### config.mk
export PLATFORM = sky130hd
export DESIGN_NAME = crf_top
export DESIGN_NICKNAME = d
export VERILOG_FILES = /design/src/verilog/crf_top.v /design/src/verilog/crf_mem.v
export VERILOG_INCLUDE_DIRS = /design/src /design/src/inc
export SDC_FILE = /design/constraint.sdc
export NUM_CORES = 1
export LEC_CHECK = 0
export ABC_AREA = 1
export ABC_CLOCK_PERIOD_IN_PS = 2900
export BUFFER_PORTS_ARGS = -buffer_cell sky130_fd_sc_hd__buf_4
export CORE_AREA = 3 3 319 227
export DETAILED_ROUTE_END_ITERATION = 12
export DIE_AREA = 0 0 322 230
export GPL_TIMING_DRIVEN = 0
export PLACE_DENSITY = 0.62
export SLEW_MARGIN = 20
export SYNTH_ARGS = -nofsm -noshare
export SYNTH_HDL_FRONTEND = slang
export SYNTH_HIERARCHICAL = 1
export SYNTH_SLANG_ARGS = --single-unit
### constraint.sdc
create_clock -name SYS_CLK_IN -period 2.9 [get_ports SYS_CLK_IN]
set_clock_uncertainty 0.15 [all_clocks]
set_input_delay 0.29 -clock SYS_CLK_IN [delete_from_list [all_inputs] [get_ports SYS_CLK_IN]]
set_output_delay 0.29 -clock SYS_CLK_IN [all_outputs]
set_load 0.01 [all_outputs]
### src/inc/crf_regs.vh
// constants for the card reader command frame engine
// assumes one 10 MHz clock and an AXI4-Lite master with byte addressing
`ifndef CRF_REGS_VH
`define CRF_REGS_VH

// ----------------------------------------------------------------------------
// register map (byte addresses)
// ----------------------------------------------------------------------------
`define CRF_OFS_CTRL      8'h00
`define CRF_OFS_STATUS    8'h04
`define CRF_OFS_REPLY_LEN 8'h08
`define CRF_OFS_BUF_ADDR  8'h0C
`define CRF_OFS_BUF_DATA  8'h10

// ----------------------------------------------------------------------------
// field positions and reset values
// ----------------------------------------------------------------------------
`define CRF_CTRL_GO_BIT     8
`define CRF_ST_PEND_BIT     0
`define CRF_ST_PWROFF_BIT   1
`define CRF_CODE_RESET      2'h0
`define CRF_RESP_OKAY       2'h0
`define CRF_RESP_SLVERR     2'h2

// ----------------------------------------------------------------------------
// frame codes and sizes
// ----------------------------------------------------------------------------
`define CRF_T_PWROFF   8'h63
`define CRF_T_PRESENCE 8'h65
`define CRF_T_APDU     8'h6F
`define CRF_R_PWROFF   8'h13
`define CRF_R_PRESENCE 8'h14
`define CRF_R_APDU     8'h11
`define CRF_LEN_NOPAY  16'h0001
`define CRF_LEN_MAXPAY 16'h0021
`define CRF_BUF_BYTES  6'h20
`define CRF_CHUNK_LAST 5'h13
`define CRF_HDR_BYTES  7'h03

`endif

### src/verilog/crf_top.v
// command frame parser and answer builder for a wireless card reader link
// assumes a byte stream in, a byte stream out with ready, and AXI4-Lite software
`timescale 1ns/10ps
`default_nettype none
`include "crf_regs.vh"

module crf_top (
  input  wire        SYS_CLK_IN,
  input  wire        RESETN_IN,
  input  wire [7:0]  RX_DATA_IN,
  input  wire        RX_VALID_IN,
  output reg  [7:0]  TX_DATA_OUT,
  output reg         TX_VALID_OUT,
  output reg         TX_LAST_OUT,
  input  wire        TX_READY_IN,
  output reg         CARD_OFF_OUT,
  input  wire [7:0]  S_AXI_AWADDR_IN,
  input  wire        S_AXI_AWVALID_IN,
  output reg         S_AXI_AWREADY_OUT,
  input  wire [31:0] S_AXI_WDATA_IN,
  input  wire [3:0]  S_AXI_WSTRB_IN,
  input  wire        S_AXI_WVALID_IN,
  output reg         S_AXI_WREADY_OUT,
  output reg  [1:0]  S_AXI_BRESP_OUT,
  output reg         S_AXI_BVALID_OUT,
  input  wire        S_AXI_BREADY_IN,
  input  wire [7:0]  S_AXI_ARADDR_IN,
  input  wire        S_AXI_ARVALID_IN,
  output reg         S_AXI_ARREADY_OUT,
  output reg  [31:0] S_AXI_RDATA_OUT,
  output reg  [1:0]  S_AXI_RRESP_OUT,
  output reg         S_AXI_RVALID_OUT,
  input  wire        S_AXI_RREADY_IN
);

  localparam P_TYPE = 5'h01;
  localparam P_LLO  = 5'h02;
  localparam P_LHI  = 5'h04;
  localparam P_PAY  = 5'h08;
  localparam P_CHK  = 5'h10;

  // ---------------------------------------------------------------------------
  // address decode
  // ---------------------------------------------------------------------------
  function is_mapped;
    input [7:0] addr;
    begin
      is_mapped = (addr == `CRF_OFS_CTRL) || (addr == `CRF_OFS_STATUS) || (addr == `CRF_OFS_REPLY_LEN) ||
                  (addr == `CRF_OFS_BUF_ADDR) || (addr == `CRF_OFS_BUF_DATA);
    end
  endfunction

  reg  [4:0]  p_state_reg;
  reg  [7:0]  p_type_reg;
  reg  [7:0]  p_xor_reg;
  reg  [7:0]  p_len_lo_reg;
  reg  [15:0] p_len_reg;
  reg  [15:0] p_left_reg;
  reg  [4:0]  p_idx_reg;
  reg         frame_ok_reg;
  reg         frame_bad_reg;
  reg  [1:0]  code_reg;
  reg  [5:0]  reply_len_reg;
  reg  [4:0]  buf_addr_reg;
  reg         reply_req_reg;
  reg         pend_reg;
  reg         pwroff_reg;
  reg  [7:0]  bad_cnt_reg;
  reg  [7:0]  cmd_len_reg;
  reg         tx_busy_reg;
  reg  [7:0]  tx_type_reg;
  reg  [5:0]  tx_npay_reg;
  reg  [6:0]  tx_idx_reg;
  reg         tx_wait_reg;
  reg  [7:0]  tx_xor_reg;
  reg  [4:0]  tx_chunk_reg;
  reg         tx_end_reg;
  reg         aw_full_reg;
  reg         w_full_reg;
  reg  [7:0]  awaddr_reg;
  reg  [31:0] wdata_reg;
  reg  [3:0]  wstrb_reg;
  reg  [7:0]  tx_byte;
  wire [7:0]  cmd_rd;
  wire [7:0]  reply_rd;

  // ---------------------------------------------------------------------------
  // received frame parser
  // ---------------------------------------------------------------------------
  // the link has no back-pressure, so every byte is taken when it shows up
  always @(posedge SYS_CLK_IN or negedge RESETN_IN) begin
    if (!RESETN_IN) begin
      p_state_reg   <= P_TYPE;
      p_type_reg    <= 8'h00;
      p_xor_reg     <= 8'h00;
      p_len_lo_reg  <= 8'h00;
      p_len_reg     <= 16'h0000;
      p_left_reg    <= 16'h0000;
      p_idx_reg     <= 5'h00;
      frame_ok_reg  <= 1'b0;
      frame_bad_reg <= 1'b0;
    end else begin
      frame_ok_reg  <= 1'b0;
      frame_bad_reg <= 1'b0;
      if (RX_VALID_IN) begin
        case (p_state_reg)
          P_TYPE: begin
            p_type_reg  <= RX_DATA_IN;
            p_xor_reg   <= RX_DATA_IN;
            p_state_reg <= P_LLO;
          end
          P_LLO: begin
            p_len_lo_reg <= RX_DATA_IN;
            p_xor_reg    <= p_xor_reg ^ RX_DATA_IN;
            p_state_reg  <= P_LHI;
          end
          P_LHI: begin
            p_len_reg   <= {RX_DATA_IN, p_len_lo_reg};
            p_left_reg  <= {RX_DATA_IN, p_len_lo_reg} - 16'h0001;
            p_xor_reg   <= p_xor_reg ^ RX_DATA_IN;
            p_idx_reg   <= 5'h00;
            if ({RX_DATA_IN, p_len_lo_reg} == 16'h0000) begin
              p_state_reg <= P_TYPE;                              // no room for a check byte: resync
            end else if ({RX_DATA_IN, p_len_lo_reg} == `CRF_LEN_NOPAY) begin
              p_state_reg <= P_CHK;
            end else begin
              p_state_reg <= P_PAY;
            end
          end
          P_PAY: begin
            p_xor_reg  <= p_xor_reg ^ RX_DATA_IN;
            p_left_reg <= p_left_reg - 16'h0001;
            p_idx_reg  <= p_idx_reg + 5'h01;
            if (p_left_reg == 16'h0001) begin
              p_state_reg <= P_CHK;
            end
          end
          P_CHK: begin
            frame_ok_reg  <= (RX_DATA_IN == p_xor_reg);
            frame_bad_reg <= (RX_DATA_IN != p_xor_reg);
            p_state_reg   <= P_TYPE;
          end
          default: begin
            p_state_reg <= P_TYPE;
          end
        endcase
      end
    end
  end

  // ---------------------------------------------------------------------------
  // frame classification
  // ---------------------------------------------------------------------------
  wire is_off   = (p_type_reg == `CRF_T_PWROFF) && (p_len_reg == `CRF_LEN_NOPAY);
  wire is_pres  = (p_type_reg == `CRF_T_PRESENCE) && (p_len_reg == `CRF_LEN_NOPAY);
  wire is_apdu  = (p_type_reg == `CRF_T_APDU) && (p_len_reg > `CRF_LEN_NOPAY) &&
                  (p_len_reg <= `CRF_LEN_MAXPAY);
  wire ctrl_go  = frame_ok_reg && (is_off || is_pres) && !tx_busy_reg;
  wire reply_go = !tx_busy_reg && !ctrl_go && reply_req_reg;
  wire cmd_we   = RX_VALID_IN && (p_state_reg == P_PAY) && (p_type_reg == `CRF_T_APDU) &&
                  !pend_reg && (p_left_reg <= {10'h000, `CRF_BUF_BYTES});
  // bus write strobe: address and data both held and no response outstanding
  wire do_wr    = aw_full_reg && w_full_reg && !S_AXI_BVALID_OUT;
  wire wr_ok    = do_wr && is_mapped(awaddr_reg);

  // ---------------------------------------------------------------------------
  // software-visible control and status
  // ---------------------------------------------------------------------------
  // the pending flag blocks new card commands so software never sees a half-overwritten buffer
  always @(posedge SYS_CLK_IN or negedge RESETN_IN) begin
    if (!RESETN_IN) begin
      code_reg      <= `CRF_CODE_RESET;
      reply_len_reg <= 6'h00;
      buf_addr_reg  <= 5'h00;
      reply_req_reg <= 1'b0;
      pend_reg      <= 1'b0;
      pwroff_reg    <= 1'b0;
      bad_cnt_reg   <= 8'h00;
      cmd_len_reg   <= 8'h00;
      CARD_OFF_OUT  <= 1'b0;
    end else begin
      CARD_OFF_OUT <= ctrl_go && is_off;
      if (wr_ok && (awaddr_reg == `CRF_OFS_CTRL)) begin
        if (wstrb_reg[0]) begin
          code_reg <= wdata_reg[1:0];
        end
        if (wstrb_reg[1] && wdata_reg[`CRF_CTRL_GO_BIT] && pend_reg) begin
          reply_req_reg <= 1'b1;
        end
      end
      if (wr_ok && (awaddr_reg == `CRF_OFS_STATUS) && wstrb_reg[0] && wdata_reg[`CRF_ST_PWROFF_BIT]) begin
        pwroff_reg <= 1'b0;
      end
      if (wr_ok && (awaddr_reg == `CRF_OFS_REPLY_LEN) && wstrb_reg[0]) begin
        reply_len_reg <= (wdata_reg[5:0] > `CRF_BUF_BYTES) ? `CRF_BUF_BYTES : wdata_reg[5:0];
      end
      if (wr_ok && (awaddr_reg == `CRF_OFS_BUF_ADDR) && wstrb_reg[0]) begin
        buf_addr_reg <= wdata_reg[4:0];
      end
      if (reply_go) begin
        reply_req_reg <= 1'b0;
        pend_reg      <= 1'b0;
      end
      // hardware sets come last so they win over a clear in the same cycle
      if (ctrl_go && is_off) begin
        pwroff_reg <= 1'b1;
      end
      if (frame_ok_reg && is_apdu && !pend_reg) begin
        pend_reg    <= 1'b1;
        cmd_len_reg <= p_len_reg[7:0] - 8'h01;
      end
      if (frame_bad_reg && (bad_cnt_reg != 8'hFF)) begin
        bad_cnt_reg <= bad_cnt_reg + 8'h01;
      end
    end
  end

  // ---------------------------------------------------------------------------
  // answer frame builder
  // ---------------------------------------------------------------------------
  wire [6:0] tx_last_idx = {1'b0, tx_npay_reg} + `CRF_HDR_BYTES;
  wire [7:0] tx_len_lo   = {2'h0, tx_npay_reg} + 8'h01;
  wire [6:0] tx_mem_idx  = tx_idx_reg - `CRF_HDR_BYTES;
  wire       tx_load     = tx_busy_reg && !tx_wait_reg && (tx_idx_reg <= tx_last_idx) &&
                           (!TX_VALID_OUT || TX_READY_IN);

  // byte at the current index of the frame being built
  always @* begin
    if (tx_idx_reg == 7'h00) begin
      tx_byte = tx_type_reg;
    end else if (tx_idx_reg == 7'h01) begin
      tx_byte = tx_len_lo;
    end else if (tx_idx_reg == 7'h02) begin
      tx_byte = 8'h00;
    end else if (tx_idx_reg == tx_last_idx) begin
      tx_byte = tx_xor_reg;
    end else if (tx_type_reg == `CRF_R_PRESENCE) begin
      tx_byte = {6'h00, code_reg};
    end else begin
      tx_byte = reply_rd;
    end
  end

  // one idle cycle after each byte lets the reply buffer read settle
  always @(posedge SYS_CLK_IN or negedge RESETN_IN) begin
    if (!RESETN_IN) begin
      tx_busy_reg  <= 1'b0;
      tx_type_reg  <= 8'h00;
      tx_npay_reg  <= 6'h00;
      tx_idx_reg   <= 7'h00;
      tx_wait_reg  <= 1'b0;
      tx_xor_reg   <= 8'h00;
      tx_chunk_reg <= 5'h00;
      tx_end_reg   <= 1'b0;
      TX_DATA_OUT  <= 8'h00;
      TX_VALID_OUT <= 1'b0;
      TX_LAST_OUT  <= 1'b0;
    end else begin
      tx_wait_reg <= 1'b0;
      if (ctrl_go) begin
        tx_busy_reg <= 1'b1;
        tx_type_reg <= is_off ? `CRF_R_PWROFF : `CRF_R_PRESENCE;
        tx_npay_reg <= is_off ? 6'h00 : 6'h01;
        tx_idx_reg  <= 7'h00;
        tx_xor_reg  <= 8'h00;
        tx_wait_reg <= 1'b1;
      end else if (reply_go) begin
        tx_busy_reg <= 1'b1;
        tx_type_reg <= `CRF_R_APDU;
        tx_npay_reg <= reply_len_reg;
        tx_idx_reg  <= 7'h00;
        tx_xor_reg  <= 8'h00;
        tx_wait_reg <= 1'b1;
      end else if (tx_load) begin
        TX_DATA_OUT  <= tx_byte;
        TX_VALID_OUT <= 1'b1;
        TX_LAST_OUT  <= (tx_idx_reg == tx_last_idx) || (tx_chunk_reg == `CRF_CHUNK_LAST);
        tx_end_reg   <= (tx_idx_reg == tx_last_idx);
        tx_chunk_reg <= ((tx_idx_reg == tx_last_idx) || (tx_chunk_reg == `CRF_CHUNK_LAST)) ? 5'h00 :
                        tx_chunk_reg + 5'h01;
        tx_xor_reg   <= tx_xor_reg ^ tx_byte;
        tx_idx_reg   <= tx_idx_reg + 7'h01;
        tx_wait_reg  <= 1'b1;
      end else if (TX_VALID_OUT && TX_READY_IN) begin
        TX_VALID_OUT <= 1'b0;
        TX_LAST_OUT  <= 1'b0;
        if (tx_end_reg) begin
          tx_busy_reg <= 1'b0;
          tx_end_reg  <= 1'b0;
        end
      end
    end
  end

  // ---------------------------------------------------------------------------
  // payload buffers
  // ---------------------------------------------------------------------------
  crf_mem u_cmd_mem (
    .clk_in      (SYS_CLK_IN),
    .resetn_in   (RESETN_IN),
    .wr_en_in    (cmd_we),
    .wr_addr_in  (p_idx_reg),
    .wr_data_in  (RX_DATA_IN),
    .rd_addr_in  (buf_addr_reg),
    .rd_data_out (cmd_rd)
  );

  crf_mem u_reply_mem (
    .clk_in      (SYS_CLK_IN),
    .resetn_in   (RESETN_IN),
    .wr_en_in    (wr_ok && (awaddr_reg == `CRF_OFS_BUF_DATA) && wstrb_reg[0]),
    .wr_addr_in  (buf_addr_reg),
    .wr_data_in  (wdata_reg[7:0]),
    .rd_addr_in  (tx_mem_idx[4:0]),
    .rd_data_out (reply_rd)
  );

  // ---------------------------------------------------------------------------
  // AXI4-Lite slave
  // ---------------------------------------------------------------------------
  // address and data are held separately, so either may arrive first
  always @(posedge SYS_CLK_IN or negedge RESETN_IN) begin
    if (!RESETN_IN) begin
      aw_full_reg       <= 1'b0;
      w_full_reg        <= 1'b0;
      awaddr_reg        <= 8'h00;
      wdata_reg         <= 32'h00000000;
      wstrb_reg         <= 4'h0;
      S_AXI_AWREADY_OUT <= 1'b1;
      S_AXI_WREADY_OUT  <= 1'b1;
      S_AXI_BVALID_OUT  <= 1'b0;
      S_AXI_BRESP_OUT   <= `CRF_RESP_OKAY;
      S_AXI_ARREADY_OUT <= 1'b1;
      S_AXI_RVALID_OUT  <= 1'b0;
      S_AXI_RDATA_OUT   <= 32'h00000000;
      S_AXI_RRESP_OUT   <= `CRF_RESP_OKAY;
    end else begin
      if (S_AXI_AWVALID_IN && S_AXI_AWREADY_OUT) begin
        aw_full_reg       <= 1'b1;
        awaddr_reg        <= S_AXI_AWADDR_IN;
        S_AXI_AWREADY_OUT <= 1'b0;
      end
      if (S_AXI_WVALID_IN && S_AXI_WREADY_OUT) begin
        w_full_reg       <= 1'b1;
        wdata_reg        <= S_AXI_WDATA_IN;
        wstrb_reg        <= S_AXI_WSTRB_IN;
        S_AXI_WREADY_OUT <= 1'b0;
      end
      if (do_wr) begin
        aw_full_reg      <= 1'b0;
        w_full_reg       <= 1'b0;
        S_AXI_BVALID_OUT <= 1'b1;
        S_AXI_BRESP_OUT  <= is_mapped(awaddr_reg) ? `CRF_RESP_OKAY : `CRF_RESP_SLVERR;
      end
      if (S_AXI_BVALID_OUT && S_AXI_BREADY_IN) begin
        S_AXI_BVALID_OUT  <= 1'b0;
        S_AXI_AWREADY_OUT <= 1'b1;
        S_AXI_WREADY_OUT  <= 1'b1;
      end
      if (S_AXI_ARVALID_IN && S_AXI_ARREADY_OUT) begin
        S_AXI_ARREADY_OUT <= 1'b0;
        S_AXI_RVALID_OUT  <= 1'b1;
        S_AXI_RRESP_OUT   <= is_mapped(S_AXI_ARADDR_IN) ? `CRF_RESP_OKAY : `CRF_RESP_SLVERR;
        case (S_AXI_ARADDR_IN)
          `CRF_OFS_CTRL:      S_AXI_RDATA_OUT <= {23'h000000, reply_req_reg, 6'h00, code_reg};
          `CRF_OFS_STATUS:    S_AXI_RDATA_OUT <= {8'h00, bad_cnt_reg, cmd_len_reg, 5'h00, tx_busy_reg,
                                                  pwroff_reg, pend_reg};
          `CRF_OFS_REPLY_LEN: S_AXI_RDATA_OUT <= {26'h0000000, reply_len_reg};
          `CRF_OFS_BUF_ADDR:  S_AXI_RDATA_OUT <= {27'h0000000, buf_addr_reg};
          `CRF_OFS_BUF_DATA:  S_AXI_RDATA_OUT <= {24'h000000, cmd_rd};
          default:            S_AXI_RDATA_OUT <= 32'h00000000;
        endcase
      end else if (S_AXI_RVALID_OUT && S_AXI_RREADY_IN) begin
        S_AXI_RVALID_OUT  <= 1'b0;
        S_AXI_ARREADY_OUT <= 1'b1;
      end
    end
  end

endmodule

`default_nettype wire

### src/verilog/crf_mem.v
// byte buffer for card command and card reply payloads
// assumes one clock; read data is registered, one cycle after the address
`timescale 1ns/10ps
`default_nettype none

module crf_mem (
  input  wire       clk_in,
  input  wire       resetn_in,
  input  wire       wr_en_in,
  input  wire [4:0] wr_addr_in,
  input  wire [7:0] wr_data_in,
  input  wire [4:0] rd_addr_in,
  output reg  [7:0] rd_data_out
);

  reg [7:0] mem_array [0:31];

  // ---------------------------------------------------------------------------
  // storage and registered read
  // ---------------------------------------------------------------------------
  // array itself has no reset, only the read register does
  always @(posedge clk_in) begin
    if (wr_en_in) begin
      mem_array[wr_addr_in] <= wr_data_in;
    end
  end

  always @(posedge clk_in or negedge resetn_in) begin
    if (!resetn_in) begin
      rd_data_out <= 8'h00;
    end else begin
      rd_data_out <= mem_array[rd_addr_in];
    end
  end

endmodule

`default_nettype wire

### Yosys cells after proc, flatten, opt, wreduce, memory -nomap -nowiden

Memory sizes are Yosys's and may differ from the RTL's. A register that Yosys moved wholly into a read port is not among the register bits.
Index checks and enable logic that the tools add are counted.

* output and inout bits: 52
* bits in writable memories: 512
* memories: 2
* bits of input ports: 69
* word-level logic and storage cells: 254
* bits in registers: 210

Memory list
* u_cmd_mem.mem_array: depth 32, bits a word 8, rd ports 1, clocked after Yosys merged registers in 1, wr ports 1, line crf_mem.v:16 `reg [7:0] mem_array [0:31];`
* u_reply_mem.mem_array: depth 32, bits a word 8, rd ports 1, clocked after Yosys merged registers in 1, wr ports 1, line crf_mem.v:16

* bitwise logic cells: 4
* magnitude comparators: 5
* add/sub/neg operators: 10
* reductions and logical operators: 92
* eq/ne operators: 29
* muxes and demuxes: 70

Operators with widths (count)
* $pmux W24 S5: 1
* $mux W8: 10
* $eq A16 B1 Y1 const B: 3
* $mux W1: 42
* $logic_and A1 B1 Y1: 40
* $eq A8 B4 Y1 const B: 4
* $le A16 B6 Y1 const B: 2
* $pmux W16 S2: 1
* $sub A16 B1 Y16 const B: 2
* $reduce_bool A2 Y1: 14
* $eq A8 B5 Y1 const B: 3
* $eq A8 B7 Y1 const B: 3
* $mux W7: 3
* $mux W5: 4
* $pmux W5 S4: 1
* $mux W6: 3
* $eq A8 B3 Y1 const B: 2
* $gt A16 B1 Y1 const B: 1
* $logic_not A16 Y1: 1
* $logic_not A8 Y1: 2
* $pmux W8 S2: 1
* $reduce_and A2 Y1: 8
* $xor A8 B8 Y8: 2
* $logic_or A1 B1 Y1: 11
* 31 further kinds: 46

### Depth between registers and ports, before layout

Gate-level depths: netlist of run 1.

* depth in word-level cells: 11
* gate-level depth with buffers: 17
* gate-level depth less buffers: 17

### By module

The synthesis of run 1 kept the hierarchy.

By module, submodules not included
* crf_mem: sequential area each 7887.6 µm², cells an instance 922, instances 2, area an instance 10826.6 µm²
* crf_top: sequential area each 4909.7 µm², cells an instance 1315, instances 1, area an instance 10236.1 µm²

### Least setup slack after synthesis of run 1

Ideal clock, no wire load.

* path kind: reg2reg
* start: reg tx_npay_reg[2]
* end: reg tx_chunk_reg[3]
* data required time: 2.655 ns
* path slack: 0.240 ns
* stages on the path, launching flop included: 15
* clock period less this slack: 2.660 ns
* arrival time: 2.415 ns
* library setup time: 0.095 ns
* cells stage by stage: dfrtp_1 -> clkbuf_1 -> inv_1 -> a21oi_1 -> nand2_1 -> xor2_1 -> ha_1 -> nand2_1 -> nor2_2 -> nand2_1 -> buf_2 -> nand2_1 -> nand2_2 -> buf_2 -> o31ai_1

* word-level cells in the longest chain between the ends: 5
* elaborated cells on any way between the ends: 8
* classes of those cells: 1 x add/sub; 1 x order compare; 1 x eq/ne; 1 x mux; 4 x reduce/logical

Ends and longest elaborated chain
* start: declaration: line crf_top.v:72 `reg [5:0] tx_npay_reg;`
* start signal: assignment: line crf_top.v:263 `tx_npay_reg <= is_off ? 6'h00 : 6'h01;`
* start signal: assignment: line crf_top.v:270 `tx_npay_reg <= reply_len_reg;`
* $add A6 B2 Y7 (no line) *
* $le A7 B7 Y1: line crf_top.v:224 `wire tx_load = tx_busy_reg && !tx_wait_reg && (tx_idx_reg <= tx_last_idx) &&`
* $logic_and A1 B1 Y1 (2 in series): line crf_top.v:224
* $reduce_and A3 Y1 (no line)
* end signal: assignment: line crf_top.v:279 `` tx_chunk_reg <= ((tx_idx_reg == tx_last_idx) || (tx_chunk_reg == `CRF_CHUNK_LAST)) ? 5'h00 : ``
* end: declaration: line crf_top.v:76 `reg [4:0] tx_chunk_reg;`

Mark *: on every way between the ends. The rest lies on a longest branch, timed or not.
A chain may end at the register's enable or synchronous reset.

### Final worst setup path of run 1

* start: reg awaddr_reg[1]
* end: mem u_reply_mem.mem_array[19][1], enable pin

* word-level cells in the longest chain between the ends: 10
* elaborated cells on any way between the ends: 14
* classes of those cells: 4 x eq/ne; 2 x mux; 8 x reduce/logical

Ends and longest elaborated chain
* start: declaration: line crf_top.v:80 `reg [7:0] awaddr_reg;`
* start signal: assignment: line crf_top.v:326 `awaddr_reg <= 8'h00;`
* start signal: assignment: line crf_top.v:340 `awaddr_reg <= S_AXI_AWADDR_IN;`
* $eq A8 B3 Y1 (no line) or $logic_not A8 Y1 (tied branches)
* $logic_or A1 B1 Y1 (4 in series): line crf_top.v:48 `` is_mapped = (addr == `CRF_OFS_CTRL) || (addr == `CRF_OFS_STATUS) || (addr == `CRF_OFS_REPLY_LEN) || ``
* $logic_and A1 B1 Y1: line crf_top.v:164 `wire wr_ok = do_wr && is_mapped(awaddr_reg);`
* $logic_and A1 B1 Y1 * (2 in series): line crf_top.v:311 `` .wr_en_in (wr_ok && (awaddr_reg == `CRF_OFS_BUF_DATA) && wstrb_reg[0]), ``
* $mux W1 *: line crf_mem.v:23 `if (wr_en_in) begin`
* $mux W1 (not written as such) *: line crf_mem.v:24 `mem_array[wr_addr_in] <= wr_data_in;`
* end: declaration: line crf_mem.v:16

Marks and branches as above.

==> results_dict.tcl, run 1 <==
set metrics [dict create \
    use_met2 0.338 \
    nets 3484 \
    io_pins 121 \
    drt_iter0_drc 2583 \
    postSynthAreaPerCell_um2 10.1 \
    cp-start-kind "flop" \
    wl_per_cell_um 20.4 \
    run_status "finished, violations left" \
    drive_gt1_frac 0.141 \
    period_minus_slack_ns 3.01 \
    irDropWorstVdd_v 0.000613 \
    hp-class "primary input to flop" \
    antenna_left 0 \
    synthTopCellsByArea "edfxtp_1 48%, dfrtp_1 16%, nand2_1 13%, nand3_1 7.7%, nor2_1 2.2%" \
    worstPathRequired_ns 3.02 \
    synth_seq_area_share 0.649 \
    fin_crit_sh 1.04 \
    violations "negative setup slack" \
    grt_max_degree 100 \
    drc 0 \
    use_met1 0.375 \
    grt_use_total 0.240 \
    synth_edf_count 512 \
    synth_cells 3159 \
    cts_tree "done" \
    dp_cells 4169 \
    die_h_um 230 \
    cap_violations 0 \
    cts_root_buf "clkbuf_16" \
    clock_sinks 724 \
    initial_core_util 0.459 \
    clk_path_buf_depth 3 \
    grt_pass1_wl_mm 136 \
    final_area_um2 37700 \
    maxSlewViolCount 0 \
    core_area_um2 69500 \
    final_cell_mix "1090 x nand2_1, 512 x edfxtp_1, 481 x nand3_1, 199 x dfrtp_1, 150 x inv_1" \
    netlist_area_um2 31900 \
    finalHoldViolCount 0 \
    max-slew-margin-rel 0.432 \
    utilization 0.543 \
    crit_type "flop to flop" \
    power.total_mw 27.4 \
    tns_ns -3.21 \
    cts_made_buffers 73 \
    gp_congestion 0.911 \
    synth.top_cell.area_share 0.482 \
    grt_overflow 0 \
    worst_slew_pin_slew_ns 0.852 \
    dp_slack_ns -1.21 \
    final_cells 4363 \
    async_reset_ff_frac 0.293 \
    antenna_found_initial 0 \
    arrival_ns 3.12 \
    grt_pass1_vias 23100 \
    synth_top_area_cell "edfxtp_1" \
    grt_use_met3 0.0520 \
    dr.pass1.iters 6 \
    top_regs "u_cmd_mem/mem_array (256), u_reply_mem/mem_array (256), S_AXI_RDATA_OUT (24)" \
    fin_ws_ns -0.106 \
    area_growth_pct 18.4 \
    row_count 81 \
    yosysWarnings 6 \
    setup_viol 68 \
    ys_types 49 \
    dp_hpwl_mm 60.6 \
    timing.hold.ws_ns 0.0176 \
    io_buffers 85 \
    die_w_um 322 \
    vias_per_cell 5.49 \
    mostFrequentLayoutCell "nand2_1" \
    timing.fmax_ghz 0.333 \
    p_leak_nw 15.2 \
    worstSkewPairLatency_ns 0.62 \
    dieArea_um2 74100 \
    crit_path_end_kind "flop" \
    dominantRegCellSynth "edfxtp_1" \
    path_clk_slew_ns 0.06 \
    grt-busiest-layer "met1" \
    ys_seq_elements 724 \
    vias 24000 \
    worstPathMaxFanout 8 \
    htree_levels 3 \
    wl_mm 89.1 \
    powerDensity_nw_per_um2 725 \
    post_dp_cell_area_um2 33800 \
    rsz0062_at_grt "yes" \
]
-- synthesized netlist by cell type (all sizes together), types with 4 or more instances --
| cell | number |
|---|---|
| xor2 | 38 |
| nor2 | 198 |
| inv | 166 |
| ha | 22 |
| nand2 | 1098 |
| nor3 | 24 |
| o31ai | 13 |
| nand3 | 493 |
| dfstp | 4 |
| buf | 111 |
| o21ai | 135 |
| o22ai | 5 |
| xnor2 | 5 |
| edfxtp | 512 |
| or2 | 4 |
| a21oi | 34 |
| a31oi | 9 |
| nand4 | 26 |
| dfrtp | 208 |
| clkbuf | 32 |
-- metal layers --
metal | share of wire | up-vias
li1 | - | 11100
met1 | 0.46 | 11600
met2 | 0.42 | 1076
met3 | 0.10 | 140
met4 | 0.022 | 0
met5 | 0 | -
-- repair_timing --
action                                 4_1_cts  5_1_grt
pin swaps                                    2       26
gates resized for setup                    115       78
buffers inserted                             1       29
setup endpoints to repair                  547      553
hold buffers                                33        0
endpoints found under the hold margin      202        0
-- final cells by class --
cell class	count	area [um^2]
diodes	1	2.50
fillers	5966	31800
flip-flops and latches	724	20700
repair buffers	151	1530
clock inverters	38	408
clock buffers	93	2040
multi-input cells	2134	10300
inverters	167	627
well taps	913	1140
plain buffers	142	1050
-- critical path: stages, from the launching register on --
cell and delay (ns):
dfrtp_1 0.38, nor2_1 0.16, nand2_1 0.12, nor2_1 0.21, nand4_1 0.18, nor2_2 0.41, nand3_2 0.54, nor2_4 0.49
-- worst paths after layout --
check | from | to | slack, ns | cells past startpoint
max in group asynchronous | RESETN_IN | p_state_reg[0] | 1.60 | 4
hold / removal | RX_DATA_IN[4] | p_xor_reg[4] | 0.02 | 3
setup reg to reg | awaddr_reg[1] | u_reply_mem/mem_array[19][1] | -0.11 | 7
hold reg to reg | wdata_reg[8] | wdata_reg[8] | 0.34 | 2
min in group asynchronous | RESETN_IN | tx_chunk_reg[0] | 0.05 | 3
setup / recovery | awaddr_reg[1] | u_reply_mem/mem_array[19][1] | -0.11 | 7
-- power by group --
part | internal [mW] | switching [mW] | leakage, nW
registers | 12.3 | 1.32 | 7.36
logic | 1.33 | 2.78 | 6.65
clock network | 5.62 | 4.01 | 1.21
-- kinds of logic after synthesis --
group                      share of synthesized area
xor gates and xnor gates                      0.0118
AOI/OAI and AO/OA                             0.0354
DFF                                            0.649
and+or+nand+nor                                0.244
buffers and inverters                         0.0515
adders and majority gates                    0.00863
other                                       0.000118
No activity file was read; power rests on OpenSTA's default activity.
==> run 2, diff against run 1 <==
PLACE_DENSITY = default   (was 0.62)
PLACE_DENSITY_LB_ADDON = 0.12   (was default)
==> run 2 against run 1 <==
The run now ends clean. Register-to-register slack better by 0.21 ns. Core utilization down 0.15 points. Sequential power about the same. Worst setup slack improved by 0.21 ns. Design area decreased by 0.27%. Sequential share of layout area grew 0.15 points. Non-clock buffer count fell by 4. Maximum frequency grew 7.6%. Sequential cell count unchanged. Critical path type unchanged. Largest cell class unchanged. Largest power group unchanged. Highest routed layer unchanged.
==> results_dict.tcl, run 2 (synthesized netlist as in run 1, its figures left out) <==
set metrics [dict create \
    post_dp_cell_area_um2 33800 \
    arrival_ns 2.93 \
    maxSlewViolCount 0 \
    gp_congestion 0.906 \
    cp_top_family "simple AND/OR/NAND/NOR gates" \
    pwr-share-comb 0.151 \
    setup_viol 0 \
    drc 0 \
    path_cells "nor2_2 -> nand2_1 -> nor2_1 -> o211ai_1 -> nor4_4 -> buf_4 -> nand3_4 -> buf_12 -> nor2_4" \
    reg2reg_from "p_left_reg[8]" \
    drt_iter0_drc 2548 \
    powerDensity_nw_per_um2 727 \
    clock_sinks 724 \
    fin_crit_sh 0.963 \
    crit_start "p_left_reg[8]" \
    grt_use_total 0.243 \
    nets 3481 \
    rsz0062_at_grt "no" \
    cp_slowest_stage_delay_ns 0.46 \
    final_cell_mix "1093 x nand2_1, 512 x edfxtp_1, 484 x nand3_1, 199 x dfrtp_1, 152 x inv_1" \
    dp_hpwl_mm 61.0 \
    clock_power_share 0.352 \
    io_pins 121 \
    irDropWorstVdd_v 0.000431 \
    dr.pass1.iters 6 \
    cts_made_buffers 74 \
    wl_mm 90.5 \
    grt_max_degree 100 \
    htree_levels 3 \
    die_h_um 230 \
    fillCellCount 6033 \
    wl_per_cell_um 20.8 \
    vias_per_cell 5.49 \
    cts_tree "done" \
    worstPathMaxFanout 8 \
    clk_path_buf_depth 3 \
    grt_overflow 0 \
    cts_root_buf "clkbuf_16" \
    grt_pass1_vias 22600 \
    final_area_um2 37600 \
    path_clk_slew_ns 0.07 \
    p_int_mw 19.2 \
    initial_core_util 0.459 \
    io_buffers 85 \
    seqPwrFrac 0.497 \
    crit_path_end_kind "flop" \
    worst_slew_pin_slew_ns 0.866 \
    cp-start-kind "flop" \
    worstPathRequired_ns 3.04 \
    area_growth_pct 18.1 \
    grt_pass1_wl_mm 137 \
    timing.fmax_ghz 0.358 \
    row_count 81 \
    hp-class "primary input to async pin" \
    utilization 0.541 \
    dieArea_um2 74100 \
    critPathSlowestCell "dfrtp_1" \
    vias 23900 \
    top_regs "u_cmd_mem/mem_array (256), u_reply_mem/mem_array (256), S_AXI_RDATA_OUT (24)" \
    mostFrequentLayoutCell "nand2_1" \
    drive_gt1_frac 0.133 \
    period_minus_slack_ns 2.79 \
    cap_violations 0 \
    finalHoldViolCount 0 \
    die_w_um 322 \
    p_sw_mw 8.13 \
    switching_share 0.297 \
    max-slew-margin-rel 0.423 \
    power.total_mw 27.4 \
    tns_ns 0 \
    worstSkewPairLatency_ns 0.64 \
    crit_type "flop to flop" \
    antenna_left 0 \
    antenna_found_initial 2 \
    run_status "finished, final reports clean" \
    p_leak_nw 15.2 \
    core_area_um2 69500 \
    worst-path-buf-inv 2 \
]
## run 2: changes by cell type in the layout (fill, tap and decap cells not counted), sizes merged
cell | previous run | this run
buf | 229 | 219
bufinv | 7 | 6
clkbuf | 125 | 133
clkinv | 29 | 23
clkinvlp | 1 | 4
dlygate4sd3 | 32 | 38
## run 2: worst register-to-register path, cell delays in order (launching register included)
cell and delay (ns):
dfrtp_1 0.46, nor2_2 0.24, nand2_1 0.08, nor2_1 0.26, o211ai_1 0.23, nor4_4 0.25
buf_4 0.22, nand3_4 0.10, buf_12 0.17, nor2_4 0.30
## run 2: timing repair
item,CTS,global route
cloned,0,1
endpoints found under the hold margin,206,0
hold buffers,39,0
setup buffers,6,13
pin swaps,10,8
gates resized for setup,145,37
endpoints found under the setup margin,549,497
## run 2: power groups by stage
stage	sequential (mW)	combinational [mW]	clock [mW]
after global routing	13.7	4.59	10.3
final	13.6	4.14	9.63
after detailed placement	13.7	3.87	0
after global placement	13.8	3.69	0
after floorplan	13.2	2.52	0
after CTS	13.6	4.05	9.82
## run 2: worst paths after layout
check | to | slack (ns) | cells after the start
min | p_left_reg[5] | 0.05 | 3
min reg2reg | wdata_reg[8] | 0.33 | 2
max | u_cmd_mem/mem_array[22][0] | 0.11 | 9
min in group SYS_CLK_IN | u_cmd_mem/mem_array[18][3] | 0.05 | 1
max in group asynchronous | tx_idx_reg[3] | 1.61 | 4
max reg2reg | u_cmd_mem/mem_array[22][0] | 0.11 | 9
## run 2: area by class of cell
cell class / count / area [um^2] / area share
inverter: 167 / 627 / 0.0167
clock inverter: 34 / 365 / 0.00970
buffer: 142 / 1040 / 0.0277
multi-input combinational: 2134 / 10200 / 0.272
clock buffer: 101 / 2080 / 0.0552
tap: 913 / 1140 / 0.0303
sequential: 724 / 20700 / 0.550
timing repair buffer: 147 / 1440 / 0.0384
antenna: 1 / 2.50 / 0.0000665
## run 2: through the flow
step | hold slack, ns | std cells | worst slack (ns)
floorplan | -0.156 | 3168 | 0.240
global placement | 0.312 | 4166 | -0.897
detailed placement | 0.0201 | 4169 | -1.01
CTS | 0.0101 | 4348 | -0.0554
global route | 0.0219 | 4362 | 0.00213
finish | 0.0482 | 4363 | 0.107
## run 2: layer usage
layer	GRT usage	vias up	share of wire	wire, um
met5	0	-	0	0
met4	0.0568	0	0.021	1900
met3	0.0593	120	0.092	8370
met2	0.340	996	0.41	37300
met1	0.380	11700	0.47	43000
li1	-	11100	-	-
